[config.mk]
export PLATFORM = sky130hd
export DESIGN_NAME = pdmm_top
export DESIGN_NICKNAME = d
export VERILOG_FILES = /design/src/verilog/pdmm_top.v /design/src/verilog/pdmm_sync.v /design/src/verilog/pdmm_bclk.v
export VERILOG_INCLUDE_DIRS = /design/src /design/src/verilog
export SDC_FILE = /design/constraint.sdc
export NUM_CORES = 1
export LEC_CHECK = 0
export BUFFER_PORTS_ARGS = -buffer_cell sky130_fd_sc_hd__clkbuf_2
export CORE_ASPECT_RATIO = 0.8
export CORE_MARGIN = 3
export CORE_UTILIZATION = 50
export DETAILED_ROUTE_END_ITERATION = 12
export HOLD_SLACK_MARGIN = 0.15
export PLACE_DENSITY = 0.75
export SYNTH_ARGS = -nofsm -noshare
export SYNTH_HDL_FRONTEND = slang
export SYNTH_SLANG_ARGS = --single-unit
[constraint.sdc]
create_clock -name clk -period 4.5 [get_ports clk]
set_clock_uncertainty 0.05 [all_clocks]
set_input_delay 0.45 -clock clk [delete_from_list [all_inputs] [get_ports clk]]
set_output_delay 0.45 -clock clk [all_outputs]
set_load 0.01 [all_outputs]
[src/verilog/pdmm_map.vh]
// Purpose: Register offsets, field positions, resets and timing counts
// Assumes: 12-bit byte address on the register port
// Notes:   Definitions only
`ifndef PDMM_MAP_VH
`define PDMM_MAP_VH

// Register byte offsets
`define PDMM_A_START    12'h000
`define PDMM_A_STOP     12'h004
`define PDMM_A_EV_STA   12'h100
`define PDMM_A_EV_STO   12'h104
`define PDMM_A_EV_END   12'h108
`define PDMM_A_IRQ_ENABLE    12'h300
`define PDMM_A_INTSET   12'h304
`define PDMM_A_INTCLR   12'h308
`define PDMM_A_ENABLE   12'h500
`define PDMM_A_CLKCTL   12'h504
`define PDMM_A_MODE     12'h508
`define PDMM_A_LEFT_GAIN    12'h518
`define PDMM_A_RIGHT_GAIN    12'h51C
`define PDMM_A_PSELCLK  12'h540
`define PDMM_A_PSELDIN  12'h544
`define PDMM_A_PTR      12'h560
`define PDMM_A_MAXCNT   12'h564

// Event bit positions (flags and interrupt enables)
`define PDMM_EV_STARTED 0
`define PDMM_EV_STOPPED 1
`define PDMM_EV_END     2

// Field positions
`define PDMM_PSEL_DISC  31
`define PDMM_MODE_MONO  0
`define PDMM_MODE_SWAP  1

// Reset values
`define PDMM_PSEL_RST   32'hFFFFFFFF
`define PDMM_CLKCTL_RST 8'h04
`define PDMM_GAIN_RST   7'h00

// Timing counts: half period floor in system clock cycles, last frame bit in bit clock periods
`define PDMM_HP_MIN     8'h02
`define PDMM_FRAME_LAST 6'h3F

`endif

[src/verilog/pdmm_top.v]
// Purpose: Digital microphone input unit: pins, registers, capture, memory writes
// Assumes: 10 MHz clk, synchronous active-low reset, 32 pins
// Notes:   Decimation is a simple one-count per 64-bit frame
//
// Chosen here: strobed register access.
`timescale 1ns/1ps
`default_nettype none
`include "pdmm_map.vh"

module pdmm_top
(
  input  wire        clk,
  input  wire        resetn,
  input  wire [11:0] reg_addr,
  input  wire [31:0] reg_wdata,
  input  wire        reg_wr,
  input  wire        reg_rd,
  output reg  [31:0] reg_rdata,
  input  wire        power_off,
  input  wire [31:0] gpio_out,
  input  wire [31:0] gpio_oe,
  input  wire [31:0] pin_in,
  output reg  [31:0] pin_out,
  output reg  [31:0] pin_oe,
  output reg  [31:0] mem_addr,
  output reg  [31:0] mem_wdata,
  output reg         mem_we,
  output reg         irq
);

  localparam ST_IDLE = 1'b0; // Not capturing
  localparam ST_RUN  = 1'b1; // Capturing

  // Software registers
  reg        en_r;       // Unit enable
  reg [7:0]  clkctl_r;   // Bit clock half period
  reg [1:0]  mode_r;     // Mono and edge swap
  reg [6:0]  left_gain_r;    // Left gain, stored only
  reg [6:0]  right_gain_r;    // Right gain, stored only
  reg [31:0] psel_clk_r; // Clock pin select
  reg [31:0] psel_din_r; // Data pin select
  reg [31:0] ptr_r;      // Next buffer pointer
  reg [15:0] max_r;      // Next buffer length
  reg [2:0]  ev_r;       // Sticky event flags
  reg [2:0]  irq_enable_r;    // Interrupt enables

  // Capture state
  reg        state_r;    // Idle or run
  reg        stop_req_r; // Stop pending
  reg [31:0] act_ptr_r;  // Live write pointer
  reg [15:0] act_max_r;  // Live buffer length
  reg [15:0] cnt_r;      // Samples in live buffer
  reg [5:0]  bit_r;      // Bit clock periods in frame
  reg        frame_r;    // Frame complete pulse
  reg [6:0]  accl_r;     // Left ones count
  reg [6:0]  accr_r;     // Right ones count
  reg        half_r;     // Mono low half held
  reg [15:0] hold_r;     // Held mono sample
  reg [2:0]  ev_set_r;   // Event pulses to flags

  // Internal wires
  wire        bclk;      // Generated bit clock
  wire        rise;      // Bit clock rising pulse
  wire        fall;      // Bit clock falling pulse
  wire [31:0] pin_s;     // Synchronised pins
  wire        clk_conn;  // Clock pin attached
  wire        din_conn;  // Data pin attached
  wire        din;       // Selected data bit
  wire        start_hit; // Start trigger written
  wire        stop_hit;  // Stop trigger written
  wire [15:0] samp_l;    // Left frame sample
  wire [15:0] samp_r;    // Right frame sample
  wire [16:0] cnt_n;     // Count after this frame
  wire        full;      // Buffer reaches length
  wire        wr_word;   // Word goes to memory
  wire [31:0] word;      // Word to write
  reg  [2:0]  ev_wr;     // Software writes a flag

  // Pin inputs pass two flops before use
  pdmm_sync #(.W(32)) u_sync
  (
    .clk      (clk),
    .resetn   (resetn),
    .async_in (pin_in),
    .sync_out (pin_s)
  );

  // Bit clock runs only while capturing
  pdmm_bclk u_bclk
  (
    .clk         (clk),
    .resetn      (resetn),
    .run         (state_r == ST_RUN),
    .half_period (clkctl_r),
    .bclk        (bclk),
    .rise        (rise),
    .fall        (fall)
  );

  // Attachment only while enabled and connected
  assign clk_conn = en_r & ~psel_clk_r[`PDMM_PSEL_DISC];
  assign din_conn = en_r & ~psel_din_r[`PDMM_PSEL_DISC];
  assign din = din_conn ? pin_s[psel_din_r[4:0]] : 1'b0;

  // Triggers act only on a written one
  assign start_hit = reg_wr && (reg_addr == `PDMM_A_START) && reg_wdata[0];
  assign stop_hit  = reg_wr && (reg_addr == `PDMM_A_STOP) && reg_wdata[0];

  // Ones count centred to a signed sample
  assign samp_l = {accl_r, 9'h000} ^ 16'h8000;
  assign samp_r = {accr_r, 9'h000} ^ 16'h8000;

  // Stereo takes two samples, mono one
  assign cnt_n = {1'b0, cnt_r} + (mode_r[`PDMM_MODE_MONO] ? 17'h00001 : 17'h00002);
  assign full  = cnt_n >= {1'b0, act_max_r};

  // Mono pairs samples; a partial word flushes at end or stop
  assign wr_word = ~mode_r[`PDMM_MODE_MONO] | half_r | full | stop_req_r;
  assign word = ~mode_r[`PDMM_MODE_MONO] ? {samp_r, samp_l} :
                half_r ? {samp_l, hold_r} : {16'h0000, samp_l};

  // Which flag addresses software writes
  always @*
  begin
    ev_wr = 3'b000;
    if (reg_wr && reg_addr == `PDMM_A_EV_STA)
      ev_wr[`PDMM_EV_STARTED] = 1'b1;
    else if (reg_wr && reg_addr == `PDMM_A_EV_STO)
      ev_wr[`PDMM_EV_STOPPED] = 1'b1;
    else if (reg_wr && reg_addr == `PDMM_A_EV_END)
      ev_wr[`PDMM_EV_END] = 1'b1;
  end

  // Configuration registers
  always @(posedge clk)
  begin
    if (!resetn)
    begin
      en_r       <= 1'b0;
      clkctl_r   <= `PDMM_CLKCTL_RST;
      mode_r     <= 2'b00;
      left_gain_r    <= `PDMM_GAIN_RST;
      right_gain_r    <= `PDMM_GAIN_RST;
      psel_clk_r <= `PDMM_PSEL_RST;
      psel_din_r <= `PDMM_PSEL_RST;
      ptr_r      <= 32'h00000000;
      max_r      <= 16'h0000;
      irq_enable_r    <= 3'b000;
    end
    else
    begin
      if (reg_wr)
      begin
        // Address decode for plain writes
        if (reg_addr == `PDMM_A_IRQ_ENABLE)
          irq_enable_r <= reg_wdata[2:0];
        else if (reg_addr == `PDMM_A_INTSET)
          irq_enable_r <= irq_enable_r | reg_wdata[2:0];
        else if (reg_addr == `PDMM_A_INTCLR)
          irq_enable_r <= irq_enable_r & ~reg_wdata[2:0];
        else if (reg_addr == `PDMM_A_ENABLE)
          en_r <= reg_wdata[0];
        else if (reg_addr == `PDMM_A_CLKCTL)
          clkctl_r <= reg_wdata[7:0];
        else if (reg_addr == `PDMM_A_MODE)
          mode_r <= reg_wdata[1:0];
        else if (reg_addr == `PDMM_A_LEFT_GAIN)
          left_gain_r <= reg_wdata[6:0];
        else if (reg_addr == `PDMM_A_RIGHT_GAIN)
          right_gain_r <= reg_wdata[6:0];
        else if (reg_addr == `PDMM_A_PSELCLK)
          psel_clk_r <= reg_wdata;
        else if (reg_addr == `PDMM_A_PSELDIN)
          psel_din_r <= reg_wdata;
        else if (reg_addr == `PDMM_A_PTR)
          ptr_r <= reg_wdata;
        else if (reg_addr == `PDMM_A_MAXCNT)
          max_r <= reg_wdata[15:0];
      end
      // Pin selects do not survive power off, and this wins over a write
      if (power_off)
      begin
        psel_clk_r <= `PDMM_PSEL_RST;
        psel_din_r <= `PDMM_PSEL_RST;
      end
    end
  end

  // Sticky flags; a hardware set wins over a same-cycle clear
  always @(posedge clk)
  begin
    if (!resetn)
      ev_r <= 3'b000;
    else
      ev_r <= ((ev_r & ~ev_wr) | (ev_wr & {3{reg_wdata[0]}})) | ev_set_r;
  end

  // Level interrupt from enabled flags
  always @(posedge clk)
  begin
    if (!resetn)
      irq <= 1'b0;
    else
      irq <= |(ev_r & irq_enable_r);
  end

  // Capture sequencer, sampling and memory writes
  always @(posedge clk)
  begin
    if (!resetn)
    begin
      state_r    <= ST_IDLE;
      stop_req_r <= 1'b0;
      act_ptr_r  <= 32'h00000000;
      act_max_r  <= 16'h0000;
      cnt_r      <= 16'h0000;
      bit_r      <= 6'h00;
      frame_r    <= 1'b0;
      accl_r     <= 7'h00;
      accr_r     <= 7'h00;
      half_r     <= 1'b0;
      hold_r     <= 16'h0000;
      ev_set_r   <= 3'b000;
      mem_we     <= 1'b0;
      mem_addr   <= 32'h00000000;
      mem_wdata  <= 32'h00000000;
    end
    else
    begin
      ev_set_r <= 3'b000;
      mem_we   <= 1'b0;
      frame_r  <= 1'b0;
      case (state_r)
        ST_IDLE:
        begin
          stop_req_r <= 1'b0;
          bit_r      <= 6'h00;
          accl_r     <= 7'h00;
          accr_r     <= 7'h00;
          half_r     <= 1'b0;
          // A start latches the buffer and reports it
          if (start_hit && en_r)
          begin
            state_r                   <= ST_RUN;
            act_ptr_r                 <= ptr_r;
            act_max_r                 <= max_r;
            cnt_r                     <= 16'h0000;
            ev_set_r[`PDMM_EV_STARTED] <= 1'b1;
          end
          else if (stop_hit)
            ev_set_r[`PDMM_EV_STOPPED] <= 1'b1;
        end
        ST_RUN:
        begin
          if (stop_hit)
            stop_req_r <= 1'b1;
          // Fall edge channel is left unless swapped
          if (fall)
          begin
            if (mode_r[`PDMM_MODE_SWAP])
              accr_r <= accr_r + {6'h00, din};
            else
              accl_r <= accl_r + {6'h00, din};
            bit_r <= bit_r + 6'h01;
            if (bit_r == `PDMM_FRAME_LAST)
              frame_r <= 1'b1;
          end
          if (rise)
          begin
            if (mode_r[`PDMM_MODE_SWAP])
              accl_r <= accl_r + {6'h00, din};
            else
              accr_r <= accr_r + {6'h00, din};
          end
          // Frame done: no edge can fall here, phases are two cycles or more
          if (frame_r)
          begin
            accl_r <= 7'h00;
            accr_r <= 7'h00;
            cnt_r  <= cnt_n[15:0];
            if (wr_word)
            begin
              mem_we    <= 1'b1;
              mem_addr  <= act_ptr_r;
              mem_wdata <= word;
              act_ptr_r <= act_ptr_r + 32'h00000004;
              half_r    <= 1'b0;
            end
            else
            begin
              hold_r <= samp_l;
              half_r <= 1'b1;
            end
            // Stop acts only here, once the frame is written
            if (stop_req_r)
            begin
              state_r                    <= ST_IDLE;
              ev_set_r[`PDMM_EV_END]     <= 1'b1;
              ev_set_r[`PDMM_EV_STOPPED] <= 1'b1;
            end
            else if (full)
            begin
              // Swap to the pointer software has staged
              act_ptr_r                  <= ptr_r;
              act_max_r                  <= max_r;
              cnt_r                      <= 16'h0000;
              ev_set_r[`PDMM_EV_END]     <= 1'b1;
              ev_set_r[`PDMM_EV_STARTED] <= 1'b1;
            end
          end
          // Disabling mid-capture aborts with no events
          if (!en_r)
            state_r <= ST_IDLE;
        end
        default:
          state_r <= ST_IDLE;
      endcase
    end
  end

  // Pin drive; clock select wins if both name one pin
  always @(posedge clk)
  begin : pin_drive
    integer i;
    if (!resetn)
    begin
      pin_out <= 32'h00000000;
      pin_oe  <= 32'h00000000;
    end
    else
    begin
      for (i = 0; i < 32; i = i + 1)
      begin
        if (clk_conn && psel_clk_r[4:0] == i[4:0])
        begin
          pin_out[i] <= bclk;
          pin_oe[i]  <= 1'b1;
        end
        else if (din_conn && psel_din_r[4:0] == i[4:0])
        begin
          pin_out[i] <= gpio_out[i];
          pin_oe[i]  <= 1'b0;
        end
        else
        begin
          pin_out[i] <= gpio_out[i];
          pin_oe[i]  <= gpio_oe[i];
        end
      end
    end
  end

  // Read data, one cycle after the strobe; triggers and holes read zero
  always @(posedge clk)
  begin
    if (!resetn)
      reg_rdata <= 32'h00000000;
    else if (!reg_rd)
      reg_rdata <= 32'h00000000;
    else if (reg_addr == `PDMM_A_EV_STA)
      reg_rdata <= {31'h00000000, ev_r[`PDMM_EV_STARTED]};
    else if (reg_addr == `PDMM_A_EV_STO)
      reg_rdata <= {31'h00000000, ev_r[`PDMM_EV_STOPPED]};
    else if (reg_addr == `PDMM_A_EV_END)
      reg_rdata <= {31'h00000000, ev_r[`PDMM_EV_END]};
    else if (reg_addr == `PDMM_A_IRQ_ENABLE || reg_addr == `PDMM_A_INTSET ||
             reg_addr == `PDMM_A_INTCLR)
      reg_rdata <= {29'h00000000, irq_enable_r};
    else if (reg_addr == `PDMM_A_ENABLE)
      reg_rdata <= {31'h00000000, en_r};
    else if (reg_addr == `PDMM_A_CLKCTL)
      reg_rdata <= {24'h000000, clkctl_r};
    else if (reg_addr == `PDMM_A_MODE)
      reg_rdata <= {30'h00000000, mode_r};
    else if (reg_addr == `PDMM_A_LEFT_GAIN)
      reg_rdata <= {25'h0000000, left_gain_r};
    else if (reg_addr == `PDMM_A_RIGHT_GAIN)
      reg_rdata <= {25'h0000000, right_gain_r};
    else if (reg_addr == `PDMM_A_PSELCLK)
      reg_rdata <= psel_clk_r;
    else if (reg_addr == `PDMM_A_PSELDIN)
      reg_rdata <= psel_din_r;
    else if (reg_addr == `PDMM_A_PTR)
      reg_rdata <= ptr_r;
    else if (reg_addr == `PDMM_A_MAXCNT)
      reg_rdata <= {16'h0000, max_r};
    else
      reg_rdata <= 32'h00000000;
  end

endmodule

`default_nettype wire

[src/verilog/pdmm_sync.v]
// Purpose: Two-flop synchroniser for a bank of pin inputs
// Assumes: Inputs are asynchronous to clk
// Notes:   First stage is read only by the second stage
`timescale 1ns/1ps
`default_nettype none

module pdmm_sync
#(
  parameter W = 32
)
(
  input  wire         clk,
  input  wire         resetn,
  input  wire [W-1:0] async_in,
  output reg  [W-1:0] sync_out
);

  reg [W-1:0] meta_r; // First stage, metastability catcher

  // Two stages, cleared by synchronous reset
  always @(posedge clk)
  begin
    if (!resetn)
    begin
      meta_r   <= {W{1'b0}};
      sync_out <= {W{1'b0}};
    end
    else
    begin
      meta_r   <= async_in;
      sync_out <= meta_r;
    end
  end

endmodule

`default_nettype wire

[src/verilog/pdmm_bclk.v]
// Purpose: Bit clock generator with edge enable pulses
// Assumes: half_period counts system cycles per clock phase
// Notes:   Clock idles low, matching the parked pin level
`timescale 1ns/1ps
`default_nettype none
`include "pdmm_map.vh"

module pdmm_bclk
(
  input  wire       clk,
  input  wire       resetn,
  input  wire       run,
  input  wire [7:0] half_period,
  output reg        bclk,
  output reg        rise,
  output reg        fall
);

  reg  [7:0] cnt_r; // Phase counter
  wire [7:0] hp;    // Clamped half period

  // Short phases would let a frame end collide with the next edge
  assign hp = (half_period < `PDMM_HP_MIN) ? `PDMM_HP_MIN : half_period;

  // Divider, stopped and low while not running
  always @(posedge clk)
  begin
    if (!resetn || !run)
    begin
      cnt_r <= 8'h00;
      bclk  <= 1'b0;
      rise  <= 1'b0;
      fall  <= 1'b0;
    end
    else if (cnt_r == hp - 8'h01)
    begin
      cnt_r <= 8'h00;
      bclk  <= ~bclk;
      rise  <= ~bclk;
      fall  <= bclk;
    end
    else
    begin
      cnt_r <= cnt_r + 8'h01;
      rise  <= 1'b0;
      fall  <= 1'b0;
    end
  end

endmodule

`default_nettype wire

Word level (Yosys, flattened, before mapping)
Cells that the tools add are included.

storage, ports and cells
  word-level logic and storage cells = 451
  input port bits = 145
  flip-flop bits (word level) = 478
  output and inout port bits = 162

cells by class
  $add $sub $neg = 7
  equal/unequal tests = 86
  muxes and demuxes = 174
  bitwise logic cells = 36
  order comparisons = 3
  reduce and logical (&&, ||, !) cells = 105

operator list
  cell                                             count
  two-way mux 32 bit                               10
  == test 5 bit, second input constant             32
  two-way mux 16 bit                               9
  two-way mux 1 bit                                120
  == test 12 x 11 -> 1 bit, second input constant  9
  == test 5 x 4 -> 1 bit, second input constant    16
  logical AND 1 bit                                72
  two-way mux 7 bit                                10
  one-hot mux 16 bit (2 select lines)              2
  one-hot mux 32 bit (2 select lines)              1
  == test 5 x 3 -> 1 bit, second input constant    8
  two-way mux 8 bit                                5
  == test 12 x 10 -> 1 bit, second input constant  3
  == test 12 x 9 -> 1 bit, second input constant   3
  adder 32 x 3 -> 32 bit, second input constant    1
  one-hot mux 7 bit (2 select lines)               2
  inverter 1 bit                                   22
  == test 5 x 2 -> 1 bit, second input constant    4
  adder 16 x 2 -> 17 bit                           1
  greater-or-equal comparator 17 x 16 -> 1 bit     1
  two-way mux 3 bit                                5
  adder 7 x 1 -> 7 bit                             2
  AND reduction 13 bit                             1
  AND 3 bit                                        4
  other kinds (42)                                 68

Longest topological paths before layout
Gate-level depths: netlist of run 1.

  depth after elaboration = 14
  gate-level depth with buffers = 18
  depth with buffers taken out = 15

Hierarchy
From an unflattened synthesis of run 1, not the netlist that was laid out.

second synthesis, totals
  cells, all modules = 2313
  area total of the unflattened synthesis = 19302.3 sq um

by module, submodules not included
  module     instances  sequential area each (sq um)  area an instance (sq um)  cells each
  pdmm_top   1          7707.4                        16797.4                   2098
  pdmm_sync  1          1281.2                        1791.7                    134
  pdmm_bclk  1          220.2                         713.2                     81

Worst setup path after synthesis of run 1
Ideal clock, no wire load.

  path kind = register to register
  start = reg mode_r[0]
  end = reg hold_r[10]
  slack = 0.255 ns
  period minus slack after synthesis = 4.245 ns
  data arrival time = 4.067 ns
  path buffers = 2
  data required time = 4.322 ns
  stages on the path, launching flop included = 18
  library setup time = 0.128 ns
  path through = dfxtp_1 > buf_2 > inv_2 > ha_1 > a21oi_1 > or3b_2 > or2_2 > nor2_1 > xnor2_1 > ha_1 > and3_1 > and4_1 > and4_1 > or3_1 > buf_2 > nor3_4 > mux2i_1 > nor2_1

between the ends
  longest elaborated chain between the ends = 7
  elaborated cells on any way between the ends = 9
  classes of those cells = add/sub: 1; order compare: 1; mux: 1; bitwise: 5; reduce/logical: 1

ends and longest elaborated chain
  what                                          line            RTL
  start: declaration                            pdmm_top.v:37   reg [1:0] mode_r;
  start signal: assignment                      pdmm_top.v:166  mode_r <= reg_wdata[1:0];
  two-way mux 2 bit                             pdmm_top.v:114  assign cnt_n = {1'b0, cnt_r} + (mode_r[`PDMM_MODE_MONO] ? 17'h00001 : 17'h00002);
  adder 16 x 2 -> 17 bit                        pdmm_top.v:114
  greater-or-equal comparator 17 x 16 -> 1 bit  pdmm_top.v:115  assign full = cnt_n >= {1'b0, act_max_r};
  OR 1 bit (*) (2 in series)                    pdmm_top.v:118  assign wr_word = ~mode_r[`PDMM_MODE_MONO] | half_r | full | stop_req_r;
  inverter 1 bit (no line) (*)                  n/a
  AND reduction 3 bit (no line) (*)             n/a
  end signal: assignment                        pdmm_top.v:291  hold_r <= samp_l;
  end: declaration                              pdmm_top.v:58   reg [15:0] hold_r;

Mark *: on every way between the ends. The rest lies on a longest branch, timed or not.
A chain may end at the register's enable or synchronous reset.

Worst setup path in the final report of run 1
  start = reg mode_r[0]
  end = reg act_ptr_r[28]

between the ends
  longest elaborated chain between the ends = 10
  elaborated cells on any way between the ends = 12
  classes of those cells = add/sub: 1; order compare: 1; mux: 6; bitwise: 4

ends and longest elaborated chain
  what                                          line            RTL
  two-way mux 2 bit                             pdmm_top.v:114
  adder 16 x 2 -> 17 bit                        pdmm_top.v:114
  greater-or-equal comparator 17 x 16 -> 1 bit  pdmm_top.v:115
  OR 1 bit (2 in series)                        pdmm_top.v:118
  two-way mux 32 bit                            pdmm_top.v:281  if (wr_word)
  two-way mux 32 bit                            pdmm_top.v:301  else if (full)
  two-way mux 32 bit (*)                        pdmm_top.v:295  if (stop_req_r)
  two-way mux 32 bit (*)                        pdmm_top.v:276  if (frame_r)
  one-hot mux 32 bit (2 select lines) (*)       pdmm_top.v:233  case (state_r)
  end signal: assignment                        pdmm_top.v:245  act_ptr_r <= ptr_r;
  end signal: assignment                        pdmm_top.v:286  act_ptr_r <= act_ptr_r + 32'h00000004;
  end signal: assignment                        pdmm_top.v:304  act_ptr_r <= ptr_r;
  end: declaration                              pdmm_top.v:50   reg [31:0] act_ptr_r;

Mark *: on every way between the ends. The rest lies on a longest branch, timed or not. The select of a mux whose other input is x is not followed.

==> results of run 1 <==
==> logic make-up (layout without fill, tap and decap cells) <==
kind of cell | after synthesis | count (layout) | synth area share [%]
AND/OR/NAND/NOR | 1039 | 1039 | 24.85
AO/OA/AOI/OAI | 470 | 470 | 15.39
flip-flops | 460 | 460 | 47.05
buffers and inverters | 220 | 590 | 4.993
multiplexers | 65 | 65 | 4.053
XOR/XNOR | 42 | 42 | 1.879
adder cells (fa/ha/maj) | 27 | 27 | 1.764
other | 1 | 20 | 0.01916
==> registers in the layout, summed over array words and instances, names as in the netlist, 14 cells and up, named ones only <==
signal / count
psel_din_r: 32
ptr_r: 32
act_ptr_r: 32
cnt_r: 16
reg_rdata: 32
u_sync.meta_r: 32
pin_out: 32
mem_addr: 32
mem_wdata: 14
u_sync.sync_out: 32
psel_clk_r: 32
max_r: 16
pin_oe: 32
act_max_r: 16
==> layout make-up <==
class                   count  area, µm²
inverters                  46      177.7
repair buffers            463       3141
well taps                 495      619.3
fillers                  3228      14230
flip-flops and latches    460       9213
clock buffers              62       1314
clock inverters            19      214.0
diodes                      2      5.005
multi-input cells        1661       9525
==> worst paths after layout <==
| path | from | endpoint | slack [ps] |
|---|---|---|---|
| setup reg to reg | mode_r[0] | act_ptr_r[28] | 120 |
| hold reg to reg | u_sync.meta_r[30] | u_sync.sync_out[30] | 380 |
| setup / recovery | mode_r[0] | act_ptr_r[28] | 120 |
| hold / removal | gpio_oe[28] | pin_oe[28] | 170 |
==> critical path, delay by kind of cell, from the launching register on <==
family | cells | cell delay (ps)
flops | 1 | 380
compound gates | 3 | 1140
simple gates | 7 | 1420
xor+xnor | 1 | 260
fa+ha+maj | 3 | 770
buf+inv | 2 | 250
==> what timing repair did <==
item | in CTS | in global routing
endpoints found under the setup margin | 12 | 118
gates resized for setup | 1 | 15
pin swaps | 0 | 8
hold buffers | 119 | 0
gates cloned | 0 | 1
endpoints found under the hold margin | 174 | 0
setup buffers | 1 | 2
==> power breakdown <==
| group | total [mW] | internal (mW) | leakage [nW] | switching, mW |
|---|---|---|---|---|
| sequential | 4.15 | 4.13 | 3.74 | 0.0164 |
| combinational | 0.418 | 0.188 | 5.03 | 0.230 |
| clock | 3.93 | 2.28 | 0.764 | 1.65 |
| total | 8.49 | 6.60 | 9.53 | 1.90 |
==> cells in the final DEF, fill, tap and decap left out, drive strengths merged, types with 12 or more instances in the layout <==
cell type | netlist | routed
a211oi | 12 | 12
a21oi | 224 | 224
a22oi | 32 | 32
a311oi | 21 | 21
a31oi | 13 | 13
and2 | 79 | 79
and3 | 26 | 26
buf | 51 | 55
clkbuf | 123 | 351
clkinv | 0 | 13
conb | 1 | 18
dfxtp | 460 | 460
dlygate4sd3 | 0 | 119
ha | 26 | 26
inv | 46 | 48
mux2 | 14 | 14
mux2i | 41 | 41
nand2 | 475 | 475
nand3 | 153 | 153
nand4 | 23 | 23
nor2 | 190 | 190
nor3 | 27 | 27
o211ai | 14 | 14
o21ai | 67 | 67
xnor2 | 24 | 24
xor2 | 18 | 18
==> layer usage <==
metal	vias to the layer above	routed length (µm)	track usage (%)
li1	8718	-	-
met1	8892	26280	40.24
met2	953	27520	44.53
met3	154	5648	5.537
met4	0	2069	10.06
met5	-	0	0
==> metrics by stage <==
step	instances	hold slack, ps	setup TNS (ps)
floorplan	2341	360.8	0
global placement	3002	366.7	0
detailed placement	3002	367.7	-105.8
CTS	3203	152.9	0
global route	3208	150.5	-162.1
finish	3208	172.4	0
==> impl_results.md, run 1 <==
- Synth area leader: dfxtp_1
- Fin. Hold Viols: 0
- Synth Flop Type: dfxtp_1
- Post-synthesis average cell area: 8.422 µm²
- Max-cap viol count: 0
- Initial Util: 50.92%
- Pre-CTS setup slack: -71.20 ps
- WP data required: 4910 ps
- Max-slew violation count: 0
- Tot Pwr: around 8.5 mW
- FMAX: 228.3 MHz
- Register area share after synthesis: 47.05%
- Syn-to-layout area delta: 23.68%
- Die height: between 150 and 200 µm
- CP max stage delay: 440 ps
- Outcome: finished clean
- TritonRoute pass-1 iters: 6
- Vias in the first global route: 17769
- R2R cell count: 16
- Total GRT Usage: 28.72%
- H-tree lvl count: 2
- Initial DRC Count: 2039
- Drt drc: 0
- Die X: 227.2 µm
- CP arrival: 4790 ps
- Count leader, synth: nand2_1
- Dpl hpwl: 41050 µm
- Minimum clock period after layout: 4380 ps
- Synth Warn #: 0
- CTS tree: yes
- GP Congestion: about 0.9
- PwrDens: approximately 350 nW/µm²
- # nets final: between 2000 and 3000
- Final Instance Area: 24210 µm²
- Die area: approximately 42000 µm²
- Final wirelength: 61510 µm
- Final setup fails: 0
- Reg clk slew, reported paths: 60 ps
- Async SR Flop Fraction: 0%
- Setup CP Type: reg2reg
- Largest net degree at the start of global routing: 133
- Most frequent cells after synthesis: nand2_1 (475), dfxtp_1 (460), a21oi_1 (222)
- Slowest cell on the critical path: a221o_2
- Tightest Pin Transition: roughly 1200 ps
- First-pass GRT wire length: 96610 µm
- GRT overflow: 0
- Crit end category: flop
- Fin crit share: between 90% and 100%
- Startpoint types: flop
- VDD IR max: 0.2520 mV
- EDFF count, synth: 0
- Crit-path most repeated cell: ha_1
- Worst relative slew slack: a little under a fifth
- Antenna violations before repair: 2
- Synthesized area: between 15000 and 20000 µm²
- Cell Chain, Critical Path: ha_1, inv_1, fa_2, nor2b_2, nor3b_4, nand4_1, xnor2_1, ha_1, and3_1, and4_2, and2_1, a221o_2, o31ai_4, buf_6, nand3_2, o211a_1
- Worst Hold Class: in2reg
- Total CTS buffers: 47
- Cell Area, Placed: 21370 µm²
- # clock sinks: between 400 and 500
- Top cells by area, synth: dfxtp_1 (47%), nand2_1 (9.1%), a21oi_1 (5.7%)
- Via count: 18717
- DR vias/cell: 5.834
- Mapped Cells: approximately 2300
- Core area: 38440 µm²
- CTS max path bufs: 3
- Post-synthesis sequential element count: 460
- Clk root buf: clkbuf_16
- DR WL/cell: 19.17 µm
- Row count: 64
- Boundary Pins: about 310
- LEAKAGE: 9.531 nW
- Hold path cells: 3
- Final WS setup: 120.4 ps
- Synth top area share: 47.05%
- Core Util, Final: 62.98%
- Count of cell types in the netlist: 96
- Crit path max fanout: 6
- Worst-Skew Late Latency: 580 ps
- Share of layout cells above drive strength 1: 18.44%
- IO buf count: 288
- ANT nets after route: 0
Power figures use the tool's default switching activity.
==> run 2, diff against run 1 <==
--- a/config.mk
+++ b/config.mk
@@ -15,4 +15,5 @@
 export PLACE_DENSITY = 0.75
 export SYNTH_ARGS = -nofsm -noshare
 export SYNTH_HDL_FRONTEND = slang
+export SYNTH_HIERARCHICAL = 1
 export SYNTH_SLANG_ARGS = --single-unit
==> impl_results.md, run 2 <==
- Final wirelength: 62010 µm (was 61510 µm)
- Via count: 18578 (was 18717)
- Die height: 181.7 µm (was 183.0 µm)
- Vias in the first global route: 17812 (was 17769)
- # nets final: 2853 (was 2851)
- Setup TNS: 0 ps (unchanged)
- Crit path max fanout: 22 (was 6)
- IO buf count: 288 (unchanged)
- Minimum clock period after layout: 4258 ps (was 4380 ps)
- Fin. Hold Viols: 0 (unchanged)
- Most frequent cells after synthesis: nand2_1 (509), dfxtp_1 (460), a21oi_1 (236) (was nand2_1 (475), dfxtp_1 (460), a21oi_1 (222))
- CP max stage delay: 560 ps (was 440 ps)
- GR Util met1: 40.02% (was 40.24%)
- FMAX: 234.8 MHz (was 228.3 MHz)
- Multiplexer share of the synthesized area: 2.794% (was 4.053%)
- Max-slew violation count: 0 (unchanged)
- H-tree lvl count: 2 (unchanged)
- # clock sinks: 460 (unchanged)
- Synth Flop Type: dfxtp_1 (unchanged)
- EDFF count, synth: 0 (unchanged)
- Count leader, synth: nand2_1 (unchanged)
- GP Congestion: 0.9380 (was 0.9217)
- Post-synthesis sequential element count: 460 (unchanged)
- Crit end category: flop (unchanged)
- CTS max path bufs: 3 (unchanged)
- Die area: 41010 µm² (was 41570 µm²)
- Core area: 37600 µm² (was 38440 µm²)
- Fin crit share: 94.63% (was 97.32%)
- Area fraction in compound gates after synthesis: 14.99% (was 15.39%)
- RR Endpoint: act_ptr_r[13] (was act_ptr_r[28])
- Fillcell total: 3116 (was 3228)
- Post-synthesis xor/xnor area fraction: 1.860% (was 1.879%)
- Post-Synth Simple-Gate Area: 26.22% (was 24.85%)
- PwrDens: 364.9 nW/µm² (was 350.8 nW/µm²)
- Async SR Flop Fraction: 0% (unchanged)
- Boundary Pins: 307 (unchanged)
- ANT nets after route: 0 (unchanged)
- Count of cell types in the netlist: 89 (was 96)
- Max-cap viol count: 0 (unchanged)
- Met3 GRT Util: 5.285% (was 5.537%)
- CP arrival: 4680 ps (was 4790 ps)
- Startpoint types: flop (unchanged)
- Clk root buf: clkbuf_16 (unchanged)
- Reg2reg setup slack: 240 ps (was 120 ps)
- DR WL/cell: 19.34 µm (was 19.17 µm)
- Synth top area share: 47.71% (was 47.05%)
- Final hold slack: 251.4 ps (was 172.4 ps)
- First-pass GRT wire length: 97010 µm (was 96610 µm)
- Critical path launch point: mode_r[0] (unchanged)
- Top cells by area, synth: dfxtp_1 (48%), nand2_1 (9.9%), a21oi_1 (6.1%) (was dfxtp_1 (47%), nand2_1 (9.1%), a21oi_1 (5.7%))
- Main combinational cell family by area after synthesis: simple AND/OR/NAND/NOR gates (unchanged)
- Largest net degree at the start of global routing: 77 (was 133)
- Dpl hpwl: 41460 µm (was 41050 µm)
- Multi-input logic area: 9370 µm² (was 9525 µm²)
- Register area share after synthesis: 47.71% (was 47.05%)
- Die X: 225.7 µm (was 227.2 µm)
- Synth area leader: dfxtp_1 (unchanged)
- Most common cell after layout, fill and taps aside: nand2_1 (unchanged)
- Worst Hold Class: in2reg (unchanged)
- Drt drc: 0 (unchanged)
- Reg clk slew, reported paths: 70 ps (was 60 ps)
- Cell Chain, Critical Path: ha_1, inv_1, fa_1, nor4b_4, nand3_2, inv_1, and3_1, xor2_2, ha_1, o21a_1, o21ai_2, or4_1, o22ai_4, nor3_2, buf_12, nor2_4, buf_4, a21oi_1, a32o_1 (was ha_1, inv_1, fa_2, nor2b_2, nor3b_4, nand4_1, xnor2_1, ha_1, and3_1, and4_2, and2_1, a221o_2, o31ai_4, buf_6, nand3_2, o211a_1)
- Initial DRC Count: 1921 (was 2039)
- Final setup fails: 0 (unchanged)
- Adder and majority gate portion of the synthesized area: 1.789% (was 1.764%)
- Share of layout cells above drive strength 1: 20.79% (was 18.44%)
- Area occupied by registers: 9209 µm² (was 9213 µm²)
- Total CTS buffers: 45 (was 47)
- Tightest Pin Transition: 1308 ps (was 1217 ps)
- R2R cell count: 19 (was 16)
- Worst relative slew slack: 12.67% (was 18.24%)
- Row count: 63 (was 64)
- Outcome: finished clean (unchanged)
- Met2 GRT Util: 47.01% (was 44.53%)
- TritonRoute pass-1 iters: 6 (unchanged)
- Total GRT Usage: 29.35% (was 28.72%)
- Synthesized area: 19300 µm² (was 19570 µm²)
- Antenna violations before repair: 3 (was 2)
- DR vias/cell: 5.793 (was 5.834)
- Worst setup endpoint: act_ptr_r[13] (was act_ptr_r[28])
- Setup CP Type: reg2reg (unchanged)
- GRT overflow: 0 (unchanged)
- Worst-Skew Late Latency: 580 ps (about the same)
- Most frequent cells in the layout: nand2_1 (509), dfxtp_1 (460), clkbuf_2 (288), a21oi_1 (235), nor2_1 (165) (was nand2_1 (475), dfxtp_1 (459), clkbuf_2 (288), a21oi_1 (222), nor2_1 (169))
- Slowest cell on the critical path: or4_1 (was a221o_2)
- Initial Util: 51.34% (was 50.92%)
- WP data required: 4920 ps (was 4910 ps)
- Reg2reg start: mode_r[0] (unchanged)
- Post-synthesis average cell area: 8.345 µm² (was 8.422 µm²)
- Syn-to-layout area delta: 25.23% (was 23.68%)
- VDD IR max: 0.2801 mV (was 0.2520 mV)
- LEAKAGE: 9.590 nW (was 9.531 nW)
- CTS tree: yes (unchanged)
- Mapped Cells: 2313 (was 2324)
- Synth Warn #: 6 (was 0)
- GR peak layer: met2 (unchanged)
## run 2: final cells by class
class,instances,share of cell area (%)
diodes,3,0.03106
clock buffers,60,5.347
clock inverters,23,1.693
inverters,40,0.6419
multi-input cells,1671,38.77
flip-flops and latches,460,38.10
well taps,487,2.521
repair buffers,463,12.90
## run 2: critical path: cells and delay by family, from the launching register on
kind	cells	cell delay (ps)
adders and majority gates	3	920
xor gates and xnor gates	1	100
DFF	1	360
and+or+nand+nor	6	1500
AOI/OAI and AO/OA	5	720
buffers and inverters	4	530
## run 2: metrics by stage
step	setup WS [ps]	power, mW	util (%)	std cells	instance area [µm²]
6_report	241.9	8.821	64.29	3207	24170
5_1_grt	-7.833	9.072	64.29	3207	24170
4_1_cts	116.3	8.846	64.04	3202	24080
3_5_place_dp	139.1	4.547	56.16	2993	21120
3_3_place_gp	293.2	4.542	56.16	2993	21120
2_1_floorplan	306.3	4.398	-	2330	19370
## run 2: logic make-up (layout without fill, tap and decap cells)
family	count (synthesis)	in the layout
fa+ha+maj	27	27
other cells	1	21
buf+inv	200	586
flops	460	460
compound gates	469	469
mux	41	41
simple gates	1074	1075
xor+xnor	41	41
## run 2: repair_timing
item                                    4_1_cts  5_1_grt
hold buffers                                126        0
gates resized for setup                       0       13
endpoints found under the setup margin        0       92
hold endpoints to repair                    187        0
buffers inserted                              0        1
## run 2: metal layers
layer	up-vias	wire (µm)	share of wire, %
li1	8681	-	-
met1	8826	26420	43
met2	907	28320	46
met3	164	5144	8.3
met4	0	2128	3.4
met5	-	0	0
## run 2: worst min-delay path by stage
stage,endpoint,from,slack (ps),cells after the start
6_report,psel_clk_r[8],power_off,250,3
5_1_grt,psel_din_r[11],power_off,260,3
4_1_cts,ptr_r[2],reg_wdata[2],240,3
3_5_place_dp,ev_r[1],ev_set_r[1],380,2
3_3_place_gp,ev_r[1],ev_set_r[1],370,2
2_1_floorplan,ev_r[0],ev_set_r[0],360,2
## run 2: report_power, final
group / switching [mW] / internal [mW]
registers: 0.0177 / 4.13
logic: 0.227 / 0.190
clock network: 1.70 / 2.56
total: 1.94 / 6.88
==> run 3, diff against run 2 <==
--- a/config.mk
+++ b/config.mk
@@ -13,6 +13,7 @@
 export DETAILED_ROUTE_END_ITERATION = 12
 export HOLD_SLACK_MARGIN = 0.15
 export PLACE_DENSITY = 0.75
+export SETUP_SLACK_MARGIN = 0.4
 export SYNTH_ARGS = -nofsm -noshare
 export SYNTH_HDL_FRONTEND = slang
 export SYNTH_HIERARCHICAL = 1
==> impl_results.md, run 3 (synthesis results as in run 2) <==
- Outcome: finished clean (unchanged)
- Worst-Skew Late Latency: 570 ps (was 580 ps)
- Row count: 63 (unchanged)
- Syn-to-layout area delta: 26.87% (was 25.23%)
- VDD IR max: 0.2578 mV (was 0.2801 mV)
- Worst Hold Class: in2reg (unchanged)
- Setup CP Type: reg2reg (unchanged)
- Boundary Pins: 307 (unchanged)
- Max-slew violation count: 0 (unchanged)
- Tightest Pin Transition: 1415 ps (was 1308 ps)
- # nets final: 2874 (was 2853)
- Met3 GRT Util: 4.994% (was 5.285%)
- Clk root buf: clkbuf_16 (unchanged)
- Minimum clock period after layout: 4172 ps (was 4258 ps)
- Crit path max fanout: 6 (was 22)
- Die X: 225.7 µm (unchanged)
- Reg2reg start: mode_r[0] (unchanged)
- GRT overflow: 0 (unchanged)
- Worst relative slew slack: 5.529% (was 12.67%)
- DR vias/cell: 5.917 (was 5.793)
- CP arrival: 4590 ps (was 4680 ps)
- PwrDens: 341.2 nW/µm² (was 364.9 nW/µm²)
- Initial DRC Count: 2372 (was 1921)
- Crit-path most repeated cell: buf_4
- Unrepaired setup endpoints after global routing: true
- CTS tree: yes (unchanged)
- TritonRoute pass-1 iters: 6 (unchanged)
- Die height: 181.7 µm (unchanged)
- First-pass GRT wire length: 99080 µm (was 97010 µm)
- Total CTS buffers: 45 (unchanged)
- Total GRT Usage: 29.98% (was 29.35%)
- Max-cap viol count: 0 (unchanged)
- Final setup fails: 0 (unchanged)
- Worst setup endpoint: act_ptr_r[8] (was act_ptr_r[13])
- Initial Util: 51.34% (unchanged)
- CP max stage delay: 470 ps (was 560 ps)
- Largest net degree at the start of global routing: 164 (was 77)
- ANT nets after route: 0 (unchanged)
- RR Endpoint: act_ptr_r[8] (was act_ptr_r[13])
- Setup TNS: 0 ps (unchanged)
- Fin. Hold Viols: 0 (unchanged)
- Met2 GRT Util: 47.01% (unchanged)
- GR peak layer: met2 (unchanged)
- GR Util met1: 41.72% (was 40.02%)
- Vias in the first global route: 18005 (was 17812)
- Fin crit share: 92.70% (was 94.63%)
- Most frequent cells in the layout: nand2_1 (507), dfxtp_1 (458), clkbuf_2 (288), a21oi_1 (231), nor2_1 (161) (was nand2_1 (509), dfxtp_1 (460), clkbuf_2 (288), a21oi_1 (235), nor2_1 (165))
- Final wirelength: 64620 µm (was 62010 µm)
- Cell Chain, Critical Path: buf_4, inv_2, ha_1, a21o_1, nand2_2, nor3_2, buf_4, nand4_1, xnor2_2, ha_4, o21a_1, o21ai_4, or4_4, o22ai_4, buf_6, or3_4, buf_12, nand2_1, o41ai_4, a32o_2 (was ha_1, inv_1, fa_1, nor4b_4, nand3_2, inv_1, and3_1, xor2_2, ha_1, o21a_1, o21ai_2, or4_1, o22ai_4, nor3_2, buf_12, nor2_4, buf_4, a21oi_1, a32o_1)
- Via count: 19075 (was 18578)
- LEAKAGE: 9.764 nW (was 9.590 nW)
- Dpl hpwl: 41520 µm (was 41460 µm)
- Antenna violations before repair: 1 (was 3)
- IO buf count: 288 (unchanged)
- DR WL/cell: 20.04 µm (was 19.34 µm)
- Crit end category: flop (unchanged)
- Slowest cell on the critical path: or3_4 (was or4_1)
- Drt drc: 0 (unchanged)
- Most common cell after layout, fill and taps aside: nand2_1 (unchanged)
- H-tree lvl count: 2 (unchanged)
- Tot Pwr: 8.355 mW (was 8.821 mW)
- FMAX: 239.7 MHz (was 234.8 MHz)
- Reg2reg setup slack: 330 ps (was 240 ps)
- Reg clk slew, reported paths: 60 ps (was 70 ps)
- WP data required: 4910 ps (was 4920 ps)
- Startpoint types: flop (unchanged)
- GP Congestion: 0.9552 (was 0.9380)
- # clock sinks: 460 (unchanged)
- Core area: 37600 µm² (unchanged)
- Die area: 41010 µm² (unchanged)
- CTS max path bufs: 3 (unchanged)
- R2R cell count: 20 (was 19)
- Critical path launch point: mode_r[0] (unchanged)
- Share of layout cells above drive strength 1: 22.52% (was 20.79%)
-- run 3: timing repair --
| action | 4_1_cts | 5_1_grt |
|---|---|---|
| setup buffers | 8 | 22 |
| endpoints found under the setup margin | 91 | 114 |
| gates cloned | 0 | 3 |
| hold endpoints to repair | 179 | 0 |
| gates resized for setup | 19 | 67 |
| hold buffers | 121 | 0 |
| pin swaps | 7 | 40 |
-- run 3: worst min path at each step --
stage	startpoint	depth (start not counted)	endpoint	slack, ps
after floorplan	ev_set_r[0]	2	ev_r[0]	360
after global placement	u_sync/meta_r[30]	1	u_sync/sync_out[30]	370
after detailed placement	ev_set_r[1]	2	ev_r[1]	370
after CTS	reg_wdata[5]	3	max_r[5]	160
after global routing	reg_wdata[6]	3	ptr_r[6]	190
final	reg_wdata[5]	3	max_r[5]	180
-- run 3: worst max-delay path, delay by kind of cell (launching register included) --
family	cells	cell delay, ps
simple gates	6	1160
buf+inv	5	660
compound gates	6	980
fa+ha+maj	2	520
flops	1	380
xor+xnor	1	320
-- run 3: cell type report --
type / count / area (µm²)
flip-flops and latches: 460 / 9214
multi-input cells: 1670 / 9659
well taps: 487 / 609.3
diodes: 2 / 5.005
fillers: 3083 / 13110
clock buffers: 67 / 1300
repair buffers: 485 / 3381
inverters: 40 / 155.1
clock inverters: 13 / 166.4
-- run 3: metrics by stage --
step	cells	utilization, %	setup slack, ps	hold WS [ps]	cell area, µm²
global route	3222	65.12	191.1	194.0	24480
floorplan	2330	-	468.7	360.8	19370
detailed placement	2988	56.03	147.5	370.5	21070
CTS	3197	63.59	401.6	159.2	23910
global placement	2988	56.03	236.3	373.5	21070
finish	3224	65.13	328.4	177.7	24490
-- run 3: report_power, final --
group	leakage [nW]	internal, mW	switching [mW]
combinational	5.30	0.186	0.229
sequential	3.74	4.13	0.0170
clock	0.724	2.18	1.62
-- run 3: metal layers --
layer,routed length [µm],vias to the layer above
li1,-,8725
met1,26780,9018
met2,29270,1122
met3,6055,210
met4,2516,0
met5,0,-
